<file path="src/pkg/move_exec_pkg.sv">
// Operation
// - store work copies W into file, zero flag kept
// - file move goes to W or back
// - file move sets zero flag from value
// - literal load puts immediate in W
// - config load copies W to config register
`default_nettype none
package move_exec_pkg;
    localparam int DataWidth = 8;
    localparam int AddrWidth = 5;
    localparam int InstrWidth = 12;
    localparam logic [DataWidth-1:0] WorkReset = 8'h00;
    localparam logic [DataWidth-1:0] ConfigReset = 8'hFF;
    localparam logic [DataWidth-1:0] FileReset = 8'h00;
    localparam logic [InstrWidth-1:0] OpIdle = 12'h000;
    localparam logic [InstrWidth-1:0] OpConfig = 12'h002;
    localparam logic [InstrWidth-1:0] MaskStore = 12'hFE0;
    localparam logic [InstrWidth-1:0] OpStore = 12'h020;
    localparam logic [InstrWidth-1:0] MaskMove = 12'hFC0;
    localparam logic [InstrWidth-1:0] OpMove = 12'h200;
    localparam logic [InstrWidth-1:0] MaskLit = 12'hF00;
    localparam logic [InstrWidth-1:0] OpLit = 12'hC00;
    localparam int DestBit = 5;
    typedef enum logic [2:0] {
        instrIdle, instrStore, instrMove, instrLit, instrConfig, instrOther
    } instr_kind_t;
endpackage
`default_nettype wire

</file>
<file path="src/pkg/file_port_if.sv">
`timescale 1ns/1ps
`default_nettype none
interface file_port_if;
    import move_exec_pkg::*;
    logic [AddrWidth-1:0] rdAddr;
    logic [DataWidth-1:0] rdData;
    logic wrEn;
    logic [AddrWidth-1:0] wrAddr;
    logic [DataWidth-1:0] wrData;
    modport core (output rdAddr, input rdData, output wrEn, output wrAddr, output wrData);
    modport store (input rdAddr, output rdData, input wrEn, input wrAddr, input wrData);
endinterface
`default_nettype wire

</file>
<file path="src/rtl/file_store.sv">
`timescale 1ns/1ps
`default_nettype none
module file_store
    import move_exec_pkg::*;
#(
    parameter int Depth = 32
) (
    input wire logic clk,
    input wire logic rstn,
    file_port_if.store port
);
    typedef struct packed {
        logic [Depth-1:0][DataWidth-1:0] mem;
    } store_state_t;
    store_state_t s_q, s_d;
    if (Depth > (1 << AddrWidth) || Depth < 1) begin : g_bad_depth
        $error("file_store depth out of range");
    end
    assign port.rdData = (int'(port.rdAddr) < Depth) ? s_q.mem[port.rdAddr] : FileReset;
    always_comb begin
        s_d = s_q;
        if (port.wrEn && int'(port.wrAddr) < Depth) begin
            s_d.mem[port.wrAddr] = port.wrData;
        end
    end
    always_ff @(posedge clk) begin
        if (!rstn) begin
            s_q.mem <= {Depth{FileReset}};
        end else begin
            s_q <= s_d;
        end
    end
endmodule
`default_nettype wire

</file>
<file path="src/rtl/move_and_config_load_execute.sv">
`timescale 1ns/1ps
`default_nettype none
module move_and_config_load_execute
    import move_exec_pkg::*;
#(
    parameter int FileDepth = 1 << AddrWidth
) (
    input wire logic clk,
    input wire logic rstn,
    input wire logic instrValid,
    input wire logic [InstrWidth-1:0] instr,
    input wire logic [AddrWidth-1:0] dbgAddr,
    output logic [DataWidth-1:0] dbgData,
    output logic [DataWidth-1:0] workReg,
    output logic [DataWidth-1:0] configReg,
    output logic zeroFlag,
    output logic illegalInstr
);
    typedef struct packed {
        logic [DataWidth-1:0] work;
        logic [DataWidth-1:0] cfg;
        logic zero;
        logic illegal;
        logic [DataWidth-1:0] dbg;
    } core_state_t;
    core_state_t s_q, s_d;
    instr_kind_t kind;
    logic [AddrWidth-1:0] fAddr;
    logic destFile;
    // the address field cannot reach more cells than this
    if (FileDepth < 1 || FileDepth > (1 << AddrWidth)) begin : g_bad_depth
        $error("file depth out of range");
    end
    // destination bit must sit above the address field
    if (DestBit < AddrWidth || DestBit >= InstrWidth) begin : g_bad_dest
        $error("destination bit overlaps the address field");
    end
    if (DataWidth > InstrWidth) begin : g_bad_literal
        $error("literal field wider than the instruction");
    end
    file_port_if fp ();
    file_store #(.Depth(FileDepth)) uStore (
        .clk(clk),
        .rstn(rstn),
        .port(fp)
    );
    assign fAddr = instr[AddrWidth-1:0];
    assign destFile = instr[DestBit];
    always_comb begin
        if (instr == OpIdle) begin
            kind = instrIdle;
        end else if (instr == OpConfig) begin
            kind = instrConfig;
        end else if ((instr & MaskStore) == OpStore) begin
            kind = instrStore;
        end else if ((instr & MaskMove) == OpMove) begin
            kind = instrMove;
        end else if ((instr & MaskLit) == OpLit) begin
            kind = instrLit;
        end else begin
            kind = instrOther;
        end
    end
    // debug reads share the port only when no instruction uses it
    assign fp.rdAddr = (instrValid && kind == instrMove) ? fAddr : dbgAddr;
    always_comb begin
        s_d = s_q;
        fp.wrEn = 1'b0;
        fp.wrAddr = fAddr;
        fp.wrData = s_q.work;
        s_d.illegal = 1'b0;
        s_d.dbg = fp.rdData;
        if (instrValid) begin
            unique case (kind)
                instrIdle: begin
                end
                instrStore: begin
                    fp.wrEn = 1'b1;
                end
                instrMove: begin
                    if (destFile) begin
                        fp.wrEn = 1'b1;
                        fp.wrData = fp.rdData;
                    end else begin
                        s_d.work = fp.rdData;
                    end
                    s_d.zero = (fp.rdData == '0);
                end
                instrLit: begin
                    s_d.work = instr[DataWidth-1:0];
                end
                instrConfig: begin
                    s_d.cfg = s_q.work;
                end
                instrOther: begin
                    // outside this block: flag it, change nothing
                    s_d.illegal = 1'b1;
                end
            endcase
        end
    end
    always_ff @(posedge clk) begin
        if (!rstn) begin
            s_q.work <= WorkReset;
            s_q.cfg <= ConfigReset;
            s_q.zero <= 1'b0;
            s_q.illegal <= 1'b0;
            s_q.dbg <= FileReset;
        end else begin
            s_q <= s_d;
        end
    end
    assign workReg = s_q.work;
    assign configReg = s_q.cfg;
    assign zeroFlag = s_q.zero;
    assign illegalInstr = s_q.illegal;
    assign dbgData = s_q.dbg;

    a_store_flags: assert property (@(posedge clk) disable iff (!rstn)
        instrValid && kind == instrStore |=> zeroFlag == $past(zeroFlag)
            && workReg == $past(workReg))
        else $error("store changed flags or work");
    a_move_work: assert property (@(posedge clk) disable iff (!rstn)
        instrValid && kind == instrMove && !destFile |=> workReg == $past(fp.rdData))
        else $error("file move did not reach work");
    a_move_zero: assert property (@(posedge clk) disable iff (!rstn)
        instrValid && kind == instrMove |=> zeroFlag == ($past(fp.rdData) == '0))
        else $error("zero flag wrong after move");
    a_lit_load: assert property (@(posedge clk) disable iff (!rstn)
        instrValid && kind == instrLit |=> workReg == $past(instr[DataWidth-1:0])
            && $stable(zeroFlag))
        else $error("literal load wrong");
    a_cfg_load: assert property (@(posedge clk) disable iff (!rstn)
        instrValid && kind == instrConfig |=> configReg == $past(workReg)
            && $stable(zeroFlag))
        else $error("config load wrong");
    a_idle_quiet: assert property (@(posedge clk) disable iff (!rstn)
        (!instrValid || kind == instrIdle) |-> !fp.wrEn ##1
            ($stable(workReg) && $stable(configReg) && $stable(zeroFlag)))
        else $error("idle changed state");
    a_store_write: assert property (@(posedge clk) disable iff (!rstn)
        instrValid && kind == instrStore |-> fp.wrEn && fp.wrData == workReg)
        else $error("store did not write work");
    a_move_back: assert property (@(posedge clk) disable iff (!rstn)
        instrValid && kind == instrMove && destFile |=> $stable(workReg))
        else $error("move back touched work");

    // each path also checks what it must leave alone
    a_store_addr: assert property (@(posedge clk) disable iff (!rstn)
        instrValid && kind == instrStore
            |-> fp.wrAddr == fAddr)
        else $error("store wrote the wrong cell");

    a_store_config: assert property (@(posedge clk) disable iff (!rstn)
        instrValid && kind == instrStore
            |=> $stable(configReg) && !illegalInstr)
        else $error("store touched config");

    a_move_read: assert property (@(posedge clk) disable iff (!rstn)
        instrValid && kind == instrMove
            |-> fp.rdAddr == fAddr)
        else $error("move read the wrong cell");

    a_move_write: assert property (@(posedge clk) disable iff (!rstn)
        instrValid && kind == instrMove && destFile
            |-> fp.wrEn && fp.wrAddr == fAddr && fp.wrData == fp.rdData)
        else $error("move back did not rewrite the cell");

    a_move_to_work: assert property (@(posedge clk) disable iff (!rstn)
        instrValid && kind == instrMove && !destFile
            |-> !fp.wrEn)
        else $error("move to work wrote a cell");

    a_move_config: assert property (@(posedge clk) disable iff (!rstn)
        instrValid && kind == instrMove
            |=> $stable(configReg))
        else $error("move touched config");

    a_zero_only_move: assert property (@(posedge clk) disable iff (!rstn)
        !(instrValid && kind == instrMove)
            |=> $stable(zeroFlag))
        else $error("zero flag moved without a file move");

    a_lit_quiet: assert property (@(posedge clk) disable iff (!rstn)
        instrValid && kind == instrLit
            |-> !fp.wrEn ##1 $stable(configReg))
        else $error("literal load touched file or config");

    a_cfg_quiet: assert property (@(posedge clk) disable iff (!rstn)
        instrValid && kind == instrConfig
            |-> !fp.wrEn ##1 $stable(workReg))
        else $error("config load touched file or work");

    a_cfg_only_load: assert property (@(posedge clk) disable iff (!rstn)
        !(instrValid && kind == instrConfig)
            |=> $stable(configReg))
        else $error("config changed without a config load");

    a_work_only_load: assert property (@(posedge clk) disable iff (!rstn)
        !(instrValid && (kind == instrLit || (kind == instrMove && !destFile)))
            |=> $stable(workReg))
        else $error("work changed without a load");

    a_write_source: assert property (@(posedge clk) disable iff (!rstn)
        fp.wrEn
            |-> instrValid && (kind == instrStore || (kind == instrMove && destFile)))
        else $error("file written without a store or move back");

    a_other_quiet: assert property (@(posedge clk) disable iff (!rstn)
        instrValid && kind == instrOther
            |-> !fp.wrEn ##1 (illegalInstr && $stable(workReg)
            && $stable(configReg) && $stable(zeroFlag)))
        else $error("unhandled word changed state");

    a_illegal_pulse: assert property (@(posedge clk) disable iff (!rstn)
        !(instrValid && kind == instrOther)
            |=> !illegalInstr)
        else $error("illegal flag without an unhandled word");

    // back to back: the later word sees the earlier result
    a_back_to_back: assert property (@(posedge clk) disable iff (!rstn)
        (instrValid && kind == instrLit) ##1 (instrValid && kind == instrConfig)
            |=> configReg == $past(instr[DataWidth-1:0], 2))
        else $error("config load missed the literal just loaded");
endmodule
`default_nettype wire

</file>
<file path="config.mk">
export PLATFORM = sky130hd
export DESIGN_NAME = move_and_config_load_execute
export DESIGN_NICKNAME = d
export VERILOG_FILES = /design/src/pkg/move_exec_pkg.sv /design/src/pkg/file_port_if.sv /design/src/rtl/file_store.sv /design/src/rtl/move_and_config_load_execute.sv
export SDC_FILE = /design/constraint.sdc
export NUM_CORES = 1
export LEC_CHECK = 0
export BUFFER_PORTS_ARGS = -buffer_cell sky130_fd_sc_hd__buf_2
export CORE_ASPECT_RATIO = 1.25
export CORE_MARGIN = 10
export CORE_UTILIZATION = 60
export CTS_BUF_LIST = sky130_fd_sc_hd__clkbuf_8 sky130_fd_sc_hd__clkbuf_16
export DETAILED_ROUTE_END_ITERATION = 16
export MAX_ROUTING_LAYER = met4
export PLACE_DENSITY = 0.77
export REMOVE_ABC_BUFFERS = 1
export SYNTH_ARGS = -nofsm -noshare
export SYNTH_HDL_FRONTEND = slang
export SYNTH_SLANG_ARGS = --single-unit
</file>
<file path="constraint.sdc">
create_clock -name clk -period 4 [get_ports clk]
set_input_delay 0.6 -clock clk [delete_from_list [all_inputs] [get_ports clk]]
set_output_delay 0.6 -clock clk [all_outputs]
set_load 0.01 [all_outputs]
</file>
==> results of run 1 <==
==> kinds of logic (layout without fill, tap and decap cells) <==
family / count (synthesis) / count (layout) / synth area share
AO/OA/AOI/OAI: 560 / 560 / 0.3261
buffers and inverters: 186 / 257 / 0.05896
flip-flops: 282 / 282 / 0.4216
multiplexers: 12 / 12 / 0.009251
AND/OR/NAND/NOR: 539 / 539 / 0.1841
==> routing by layer <==
| metal | routed length (um) | GRT usage | up-vias |
|---|---|---|---|
| li1 | - | - | 6064 |
| met1 | 17660 | 0.3873 | 6155 |
| met2 | 20280 | 0.4601 | 676 |
| met3 | 4376 | 0.05222 | 129 |
| met4 | 1938 | 0.1339 | 0 |
| met5 | 0 | - | - |
==> sequential cells by signal, summed over array words and instances, names as in the netlist <==
register	flops
configReg	8
dbgData	8
illegalInstr	1
uStore.s_q	256
workReg	8
zeroFlag	1
==> layout make-up <==
class,instances,area [sq um],area share
Multi-Input combinational cell,1111,7037,0.4478
Sequential cell,282,5645,0.3592
Timing Repair Buffer,197,1667,0.1061
Clock buffer,36,822.0,0.05231
Tap cell,283,354.1,0.02253
Clock inverter,15,148.9,0.009475
Inverter,9,41.29,0.002627
==> stage by stage <==
step / std cells / area (sq um) / hold slack, ns / TNS, ns
final: 1933 / 15720 / 0.3686 / 0
after global routing: 1933 / 15720 / 0.3893 / 0
after CTS: 1933 / 15720 / 0.3601 / 0
after detailed placement: 1882 / 14740 / 0.4636 / -0.07803
after global placement: 1882 / 14740 / 0.4511 / -0.07561
after floorplan: 1402 / 12630 / 0.4738 / -539.89
==> worst register-to-register path: stages (launching register included) <==
cell	delay, ns
dfxtp_1	0.36
nand2_1	0.06
a211oi_1	0.25
a211o_1	0.21
o32ai_1	0.12
o31ai_1	0.49
nand4_1	0.23
mux2_2	0.34
buf_12	0.19
a211oi_1	0.26
==> worst max path at each step <==
stage	start	endpoint	slack [ns]	cells after the start
floorplan	instr[11]	uStore.s_q[108]$_SDFFE_PN0P_	-2.19	7
global placement	instr[11]	zeroFlag$_SDFFE_PN0P_	-0.08	11
detailed placement	instr[11]	zeroFlag$_SDFFE_PN0P_	-0.08	11
CTS	instr[11]	zeroFlag$_SDFFE_PN0P_	0.46	11
global route	instr[11]	zeroFlag$_SDFFE_PN0P_	0.31	11
finish	instr[11]	zeroFlag$_SDFFE_PN0P_	0.37	11
==> power by group through the flow <==
stage / Clock [mW] / Combinational [mW] / Sequential (mW)
detailed placement: 0 / 0.506 / 2.89
CTS: 2.76 / 0.508 / 2.83
global route: 2.87 / 0.550 / 2.83
global placement: 0 / 0.501 / 2.89
finish: 2.74 / 0.523 / 2.83
floorplan: 0 / 0.214 / 2.90
==> cell usage in the layout (no fill, tap or decap), types with 5 or more instances in the layout <==
cell type	netlist	layout
a211oi_1	315	315
nor2_1	307	306
dfxtp_1	282	282
buf_4	3	128
and3_1	79	79
nand2_1	70	70
buf_2	32	45
clkbuf_16	0	29
a21boi_0	28	28
a2111oi_0	28	28
nand2b_1	27	27
buf_12	0	24
a311oi_1	18	18
o31ai_1	17	17
a211o_1	17	17
a21oi_1	16	16
nor2b_1	15	15
inv_1	8	14
o21ai_0	14	14
o211a_1	14	14
o32ai_1	14	14
o311ai_0	13	13
a32oi_1	10	10
a221o_1	10	10
o211ai_1	10	10
nand3_1	7	7
o221ai_1	7	7
clkbuf_8	0	7
a32o_1	6	6
a311o_1	6	6
nand3b_1	5	5
mux2i_4	0	5
==> run_results.csv, run 1 <==
group,metric,value,unit
critical_path,cpMostUsedCell,"or4_4",
clock_tree,clock-sinks,282,
sta,grt_setup_unrepaired,"false",
run_status,status,"finished, final reports clean",
power,p_sw,1.458,mW
routing,drt_iter0_markers,1522,
critical_path,r2r-end,"uStore.s_q[8]$_SDFFE_PN0P_",
logic_synthesis,synth_top_area_frac,0.4216,
min_path,hold_start,"instrValid",
power,power,6.095,mW
placed_design,numPortBuffers,45,
critical_path,worst-r2r-setup-slack,1.39,ns
critical_path,crit_buf_inv,3,
logic_synthesis,synth_top_area_cell,"dfxtp_1",
floorplan,fp.dieW,153.6,um
grt,grt_max_degree,129,
floorplan,core_region_area,0.02213,sq mm
routing,drc,0,
logic_synthesis,ys_seq_area_frac,0.4216,
grt,grt_usage,0.3027,
routing,wl,44250,um
routing,vias_per_cell,6.738,
clock_tree,clock_latency,0.55,ns
logic_synthesis,ys_types,61,
floorplan,die_area,0.02873,sq mm
finish,nets,1649,
min_path,hold_path.class,"input port to flip-flop",
routing,firstDrtPassIters,6,
critical_path,path_cells,"buf_2 > or4_4 > buf_4 > o21ai_4 > nand2_2 > buf_12 > a2111oi_0 > o31ai_1 > and4_4 > or4_4 > o41ai_2",
clock_tree,postCtsHoldBufs,0,
critical_path,critPathCaptureType,"flip-flop",
min_path,min_to,"illegalInstr$_SDFF_PN0_",
critical_path,startpoint_type,"input port",
power,combPwrFrac,0.086,
logic_synthesis,ys_async_sr_fraction,0,
grt,antenna_found_initial,0,
routing,wl_per_cell,22.89,um
sta,final-hold-violation-count,0,
power,p_leak,5.637,nW
sta,skew,0.01161,ns
placed_design,place.gp.congestion,0.9930,
critical_path,max_stage_delay,0.76,ns
sta,period_share,0.9070,
finish,post-route-util,0.7100,
power,powerDensity,387.9,mW/mm^2
placed_design,dp_hpwl,29050,um
clock_tree,cts_buffer_depth,3,
clock_tree,numCtsBuffers,28,
critical_path,critPathArrivalTime,4.08,ns
logic_synthesis,synth-edff-count,0,
clock_tree,clockRootBuffer,"clkbuf_16",
sta,fmax,275.6,MHz
power,switching_share,0.2392,
routing,vias,13020,
floorplan,rows,61,
sta,max_slew_margin,0.2860,
logic_synthesis,avgSynthCellArea,8.480,sq um
finish,n_antenna_cell,0,
grt,grt_pass1_vias,12380,
clock_tree,cts_resized,0,
sta,post-route-min-period,3.628,ns
logic_synthesis,ys_ff_latch,282,
floorplan,io_pins,46,
logic_synthesis,yosysMostFrequentCell,"a211oi_1",
floorplan,start_util,0.6050,
critical_path,required,4.45,ns
placed_design,place_ws,-0.07803,ns
sta,drv_slew,0,
clock_tree,clk_transition_reported_paths,0.07,ns
grt,grt_overflow,0,
power,pwr-share-clk,0.450,
clock_tree,cts_tree,"built",
min_path,hold_depth,3,
critical_path,slowest_stage,"a2111oi_0",
logic_synthesis,yosysWarnings,0,
job,drv_cap,0,
logic_synthesis,syn_area,0.01339,sq mm
finish,area_delta_synth_final,17.36,%
clock_tree,cts_setup_buffers,0,
critical_path,critPathMaxFanout,43,
sta,setup_slack,0.3721,ns
logic_synthesis,netlist_instances,1579,
logic_synthesis,synth_common_cells,"315 x a211oi_1, 307 x nor2_1, 282 x dfxtp_1, 131 x clkbuf_1, 79 x and3_1",
floorplan,die_h,187.0,um
power,seq_power_share,0.464,
logic_synthesis,ys.flop_type,"dfxtp_1",
power,p_int,4.637,mW
critical_path,critPathTopFamily,"compound AO/OA/AOI/OAI gates",
critical_path,crit_type,"input port to flip-flop",
critical_path,timing.rr.start,"uStore.s_q[88]$_SDFFE_PN0P_",
sta,finalSetupViolCount,0,
power,ir_drop,0.3559,mV
grt,grt_pass1_wl,70320,um
clock_tree,h-tree-depth,1,
critical_path,r2r_cells,9,
logic_synthesis,ys_top_cells_by_area,"dfxtp_1 42%, a211oi_1 18%, nor2_1 8.6%",
finish,fillerInstances,1745,
finish,drive_gt1_frac,0.1618,
routing,drtAntennaViolNets,0,
sta,tightestPinTransition,1.062,ns
No activity file was read; power rests on OpenSTA's default activity.
==> run 2, diff against run 1 <==
==> constraint.sdc (replaced) <==
create_clock -name clk -period 4.45 [get_ports clk]
set_input_delay 0.6675 -clock clk [delete_from_list [all_inputs] [get_ports clk]]
set_output_delay 0.6675 -clock clk [all_outputs]
set_load 0.01 [all_outputs]
==> run 2 against run 1 <==
Power shrank 6.6%. Critical path depth shrank 1. Utilization shrank 1.5 points. Worst hold slack gained 0.073 ns. Largest cell class unchanged.
==> run_results.csv, run 2 (synthesis gave the netlist of run 1 again) <==
group,metric,value,unit
sta,period_share,0.9049,
finish,fillerInstances,1780,
grt,grt_max_degree,141,
finish,area_delta_synth_final,14.89,%
floorplan,core_region_area,0.02213,sq mm
critical_path,critPathArrivalTime,4.48,ns
placed_design,dp_hpwl,29420,um
routing,drtAntennaViolNets,0,
sta,hold_ws,0.4415,ns
sta,max_slew_margin,0.1642,
finish,post-route-util,0.6951,
clock_tree,clock-sinks,282,
clock_tree,cts_tree,"built",
critical_path,critPathMaxFanout,70,
sta,final-hold-violation-count,0,
placed_design,placed_cell_area,0.01431,sq mm
grt,grt_overflow,0,
placed_design,numPortBuffers,45,
critical_path,slowest_stage,"a2111oi_0",
finish,seq_area,0.005645,sq mm
floorplan,fp.dieW,153.6,um
grt,grt_usage,0.3054,
sta,post-route-min-period,4.027,ns
finish,final_common_cell,"a211oi_1",
routing,firstDrtPassIters,6,
clock_tree,clk_transition_reported_paths,0.06,ns
clock_tree,numCtsBuffers,28,
floorplan,rows,61,
min_path,hold_depth,3,
routing,vias,13090,
run_status,status,"finished, final reports clean",
critical_path,path_cells,"buf_2 > or4_4 > or2_2 > buf_12 > and3_1 > a2111oi_0 > o31ai_1 > and4_4 > or4_4 > o41ai_2",
job,drv_cap,0,
floorplan,die_area,0.02873,sq mm
critical_path,crit_type,"input port to flip-flop",
sta,fmax,248.3,MHz
finish,n_antenna_cell,0,
power,powerDensity,369.9,mW/mm^2
sta,skew,0.009593,ns
grt,grt_pass1_vias,12370,
finish,largest_reg_flops,256,
sta,finalSetupViolCount,0,
sta,setup_slack,0.4230,ns
finish,nets,1611,
min_path,hold_path.class,"input port to flip-flop",
clock_tree,postCtsHoldBufs,0,
sta,drv_slew,0,
floorplan,io_pins,46,
finish,fin_cells,1895,
sta,tightestPinTransition,1.227,ns
critical_path,max_stage_delay,0.84,ns
clock_tree,cts_resized,0,
placed_design,place_inst,1844,
clock_tree,h-tree-depth,1,
routing,wl_per_cell,23.71,um
critical_path,required,4.90,ns
clock_tree,clockRootBuffer,"clkbuf_16",
clock_tree,clock_latency,0.55,ns
critical_path,r2r_cells,10,
finish,fin_area,0.01538,sq mm
grt,grt_pass1_wl,70480,um
finish,most-common-layout-cells,"315 x a211oi_1, 306 x nor2_1, 282 x dfxtp_1",
clock_tree,cts_buffer_depth,3,
floorplan,die_h,187.0,um
finish,drive_gt1_frac,0.1445,
sta,grt_setup_unrepaired,"false",
placed_design,place_ws,0.03428,ns
routing,drc,0,
clock_tree,cts_setup_buffers,0,
routing,vias_per_cell,6.907,
finish,multi_input_area,0.007037,sq mm
critical_path,startpoint_type,"input port",
grt,antenna_found_initial,0,
floorplan,start_util,0.6050,
critical_path,cpMostUsedCell,"or4_4",
power,ir_drop,0.3103,mV
placed_design,place.gp.congestion,0.9602,
routing,wl,44940,um
finish,regMostFlops,"uStore.s_q",
routing,drt_iter0_markers,1611,
power,p_leak,5.429,nW
critical_path,critPathCaptureType,"flip-flop",
==> run 2: cell types whose count changed in the layout (fill, tap and decap cells not counted) <==
cell,previous run,this run
buf_4,128,102
buf_12,24,12
bufinv_16,3,7
inv_1,14,10
clkinv_4,0,1
inv_6,1,0
==> run 2: area by class of cell <==
class / count / area share
Clock inverter: 15 / 0.01651
Timing Repair Buffer: 159 / 0.08003
Multi-Input combinational cell: 1111 / 0.4574
Inverter: 9 / 0.002684
Clock buffer: 36 / 0.05343
Tap cell: 283 / 0.02302
Sequential cell: 282 / 0.3669
==> run 2: worst max-delay path, delay by kind of cell <==
family	cells	cell delay (ns)
AO/OA/AOI/OAI	3	1.37
AND/OR/NAND/NOR	5	2.06
buffers and inverters	2	0.37
==> run 2: routing by layer <==
layer  track usage  share of wire
met1        0.3817           0.40
met2        0.4709           0.46
met3       0.04555          0.085
met5             -              0
met4        0.1557          0.057
==> run 2: power breakdown <==
group	switching (mW)	internal, mW
logic	0.293	0.133
registers	0.00740	2.54
clock network	1.02	1.70
==> run 2: through the flow <==
stage | setup TNS (ns) | power [mW]
5_1_grt | 0 | 5.822
3_5_place_dp | 0 | 3.010
4_1_cts | 0 | 5.683
3_3_place_gp | 0 | 3.007
6_report | 0 | 5.690
2_1_floorplan | -435.09 | 2.796
==> run 2: path summary, 6_finish.rpt <==
check	start	endpoint	slack, ns
worst max-delay path	instr[11]	zeroFlag$_SDFFE_PN0P_	0.42
worst min-delay path	instrValid	illegalInstr$_SDFF_PN0_	0.44
worst max register to register	uStore.s_q[13]$_SDFFE_PN0P_	uStore.s_q[189]$_SDFFE_PN0P_	1.68
worst min register to register	configReg[0]$_SDFFE_PN1P_	configReg[0]$_SDFFE_PN1P_	0.48
==> run 3, diff against run 2 <==
--- a/config.mk
+++ b/config.mk
@@ -9,7 +9,6 @@
 export CORE_ASPECT_RATIO = 1.25
 export CORE_MARGIN = 10
 export CORE_UTILIZATION = 60
-export CTS_BUF_LIST = sky130_fd_sc_hd__clkbuf_8 sky130_fd_sc_hd__clkbuf_16
 export DETAILED_ROUTE_END_ITERATION = 16
 export MAX_ROUTING_LAYER = met4
 export PLACE_DENSITY = 0.77
==> run 3 against run 2 <==
Die area unchanged. Maximum frequency decreased by 0.36%. Global-route usage unchanged. Utilization unchanged. Non-clock buffer count unchanged. Critical path type unchanged. Clock power about the same. Register-to-register slack improved by 0.02 ns. Worst hold slack about the same. Highest routed layer unchanged. Sequential cell count unchanged. Largest power group unchanged.
==> run_results.csv, run 3 (synthesis gave the netlist of run 1 again) <==
group,metric,value,unit
run_status,status,"finished, final reports clean",
grt,grt_max_degree,141,
sta,fmax,247.4,MHz
finish,fillerInstances,1780,
critical_path,cpMostUsedCell,"or4_4",
critical_path,critPathCaptureType,"flip-flop",
clock_tree,clock_latency,0.55,ns
routing,wl,44890,um
min_path,hold_path.class,"input port to flip-flop",
critical_path,max_stage_delay,0.85,ns
clock_tree,cts_resized,0,
power,ir_drop,0.3102,mV
critical_path,critPathTopFamily,"simple AND/OR/NAND/NOR gates",
finish,final_common_cell,"a211oi_1",
placed_design,dp_hpwl,29420,um
clock_tree,clk_transition_reported_paths,0.06,ns
clock_tree,cts_tree,"built",
sta,period_share,0.9082,
finish,n_antenna_cell,0,
critical_path,crit_buf_inv,2,
floorplan,die_h,187.0,um
critical_path,crit_end,"zeroFlag$_SDFFE_PN0P_",
sta,finalSetupViolCount,0,
critical_path,critPathArrivalTime,4.50,ns
placed_design,place.gp.congestion,0.9602,
clock_tree,h-tree-depth,1,
clock_tree,clock-sinks,282,
finish,regMostFlops,"uStore.s_q",
critical_path,path_cells,"buf_2 > or4_4 > or2_2 > buf_12 > and3_1 > a2111oi_0 > o31ai_1 > and4_4 > or4_4 > o41ai_2",
sta,tightestPinTransition,1.230,ns
sta,max_slew_margin,0.1625,
finish,post-route-util,0.6951,
finish,fin_cells,1895,
placed_design,place_inst,1844,
clock_tree,cts_buffer_depth,3,
critical_path,timing.rr.start,"uStore.s_q[81]$_SDFFE_PN0P_",
finish,area_delta_synth_final,14.89,%
clock_tree,clockRootBuffer,"clkbuf_16",
critical_path,r2r-end,"uStore.s_q[185]$_SDFFE_PN0P_",
clock_tree,numCtsBuffers,28,
critical_path,critPathMaxFanout,70,
floorplan,io_pins,46,
critical_path,slowest_stage,"a2111oi_0",
critical_path,crit_type,"input port to flip-flop",
floorplan,start_util,0.6050,
finish,most-common-layout-cells,"315 x a211oi_1, 306 x nor2_1, 282 x dfxtp_1",
critical_path,worst-r2r-setup-slack,1.70,ns
power,p_leak,5.420,nW
sta,post-route-min-period,4.041,ns
routing,wl_per_cell,23.69,um
grt,antenna_found_initial,0,
routing,firstDrtPassIters,6,
grt,grt_overflow,0,
critical_path,required,4.90,ns
job,drv_cap,0,
finish,drive_gt1_frac,0.1445,
clock_tree,cts_setup_buffers,0,
floorplan,fp.dieW,153.6,um
floorplan,rows,61,
routing,drt_iter0_markers,1600,
clock_tree,postCtsHoldBufs,0,
placed_design,numPortBuffers,45,
sta,final-hold-violation-count,0,
floorplan,core_region_area,0.02213,sq mm
grt,grt_pass1_wl,70480,um
critical_path,r2r_cells,7,
sta,hold_ws,0.4412,ns
critical_path,crit_cells,10,
critical_path,startpoint_type,"input port",
min_path,hold_depth,3,
finish,nets,1611,
critical_path,cp-startpoint,"instr[11]",
routing,vias_per_cell,6.891,
sta,drv_slew,0,
power,power,5.695,mW
routing,drtAntennaViolNets,0,
sta,skew,0.009833,ns
grt,grt_pass1_vias,12370,
finish,largest_reg_flops,256,
power,powerDensity,370.1,mW/mm^2
sta,grt_setup_unrepaired,"false",
grt,grt_usage,0.3054,
floorplan,die_area,0.02873,sq mm
routing,vias,13060,
routing,drc,0,
==> run 3: changes by cell type in the layout (fill, tap and decap cells not counted), sizes merged <==
cell / change
inv: -2
clkbuf: +2
==> run 3: per-layer routing <==
metal | up-vias | track usage | wire [um]
li1 | 5972 | - | -
met1 | 6203 | 0.3817 | 17930
met4 | 0 | 0.1557 | 2465
met2 | 730 | 0.4709 | 20690
met5 | - | - | 0
met3 | 154 | 0.04555 | 3796
==> run 3: power breakdown <==
group | total, mW | switching (mW) | leakage, nW | internal (mW)
combinational | 0.427 | 0.293 | 2.62 | 0.133
clock | 2.72 | 1.02 | 0.529 | 1.71
sequential | 2.54 | 0.00740 | 2.27 | 2.54
total | 5.69 | 1.32 | 5.42 | 4.38
==> run 3: worst min path at each step <==
stage                                    start                         end  slack, ns
detailed placement   configReg[7]$_SDFFE_PN1P_   configReg[7]$_SDFFE_PN1P_       0.46
CTS                                 instrValid     illegalInstr$_SDFF_PN0_       0.41
finish                              instrValid     illegalInstr$_SDFF_PN0_       0.44
global route                        instrValid     illegalInstr$_SDFF_PN0_       0.44
floorplan           uStore.s_q[0]$_SDFFE_PN0P_  uStore.s_q[0]$_SDFFE_PN0P_       0.47
global placement     configReg[4]$_SDFFE_PN1P_   configReg[4]$_SDFFE_PN1P_       0.45
==> run 3: worst reg2reg max path: cells and delay by family (launching register included) <==
| kind | cells | cell delay [ns] |
|---|---|---|
| muxes | 1 | 0.92 |
| DFF | 1 | 0.33 |
| AOI/OAI and AO/OA | 4 | 0.90 |
| and+or+nand+nor | 2 | 0.42 |
==> run 3: metrics by stage <==
| stage | setup WS, ns | instance area [sq um] | setup TNS, ns |
|---|---|---|---|
| 2_1_floorplan | -1.809 | 12630 | -435.09 |
| 4_1_cts | 0.6025 | 15380 | 0 |
| 6_report | 0.4086 | 15380 | 0 |
| 3_3_place_gp | 0.06499 | 14310 | 0 |
| 5_1_grt | 0.2742 | 15380 | 0 |
| 3_5_place_dp | 0.03428 | 14310 | 0 |
==> run 3: cell type report <==
| cell class | count | area, sq um | share of cell area |
|---|---|---|---|
| clock buffers | 38 | 829.5 | 0.05392 |
| clock inverters | 13 | 246.5 | 0.01602 |
| inverters | 9 | 41.29 | 0.002684 |
| multi-input cells | 1111 | 7037 | 0.4574 |
| flip-flops and latches | 282 | 5645 | 0.3669 |
| well taps | 283 | 354.1 | 0.02302 |
| repair buffers | 159 | 1231 | 0.08003 |
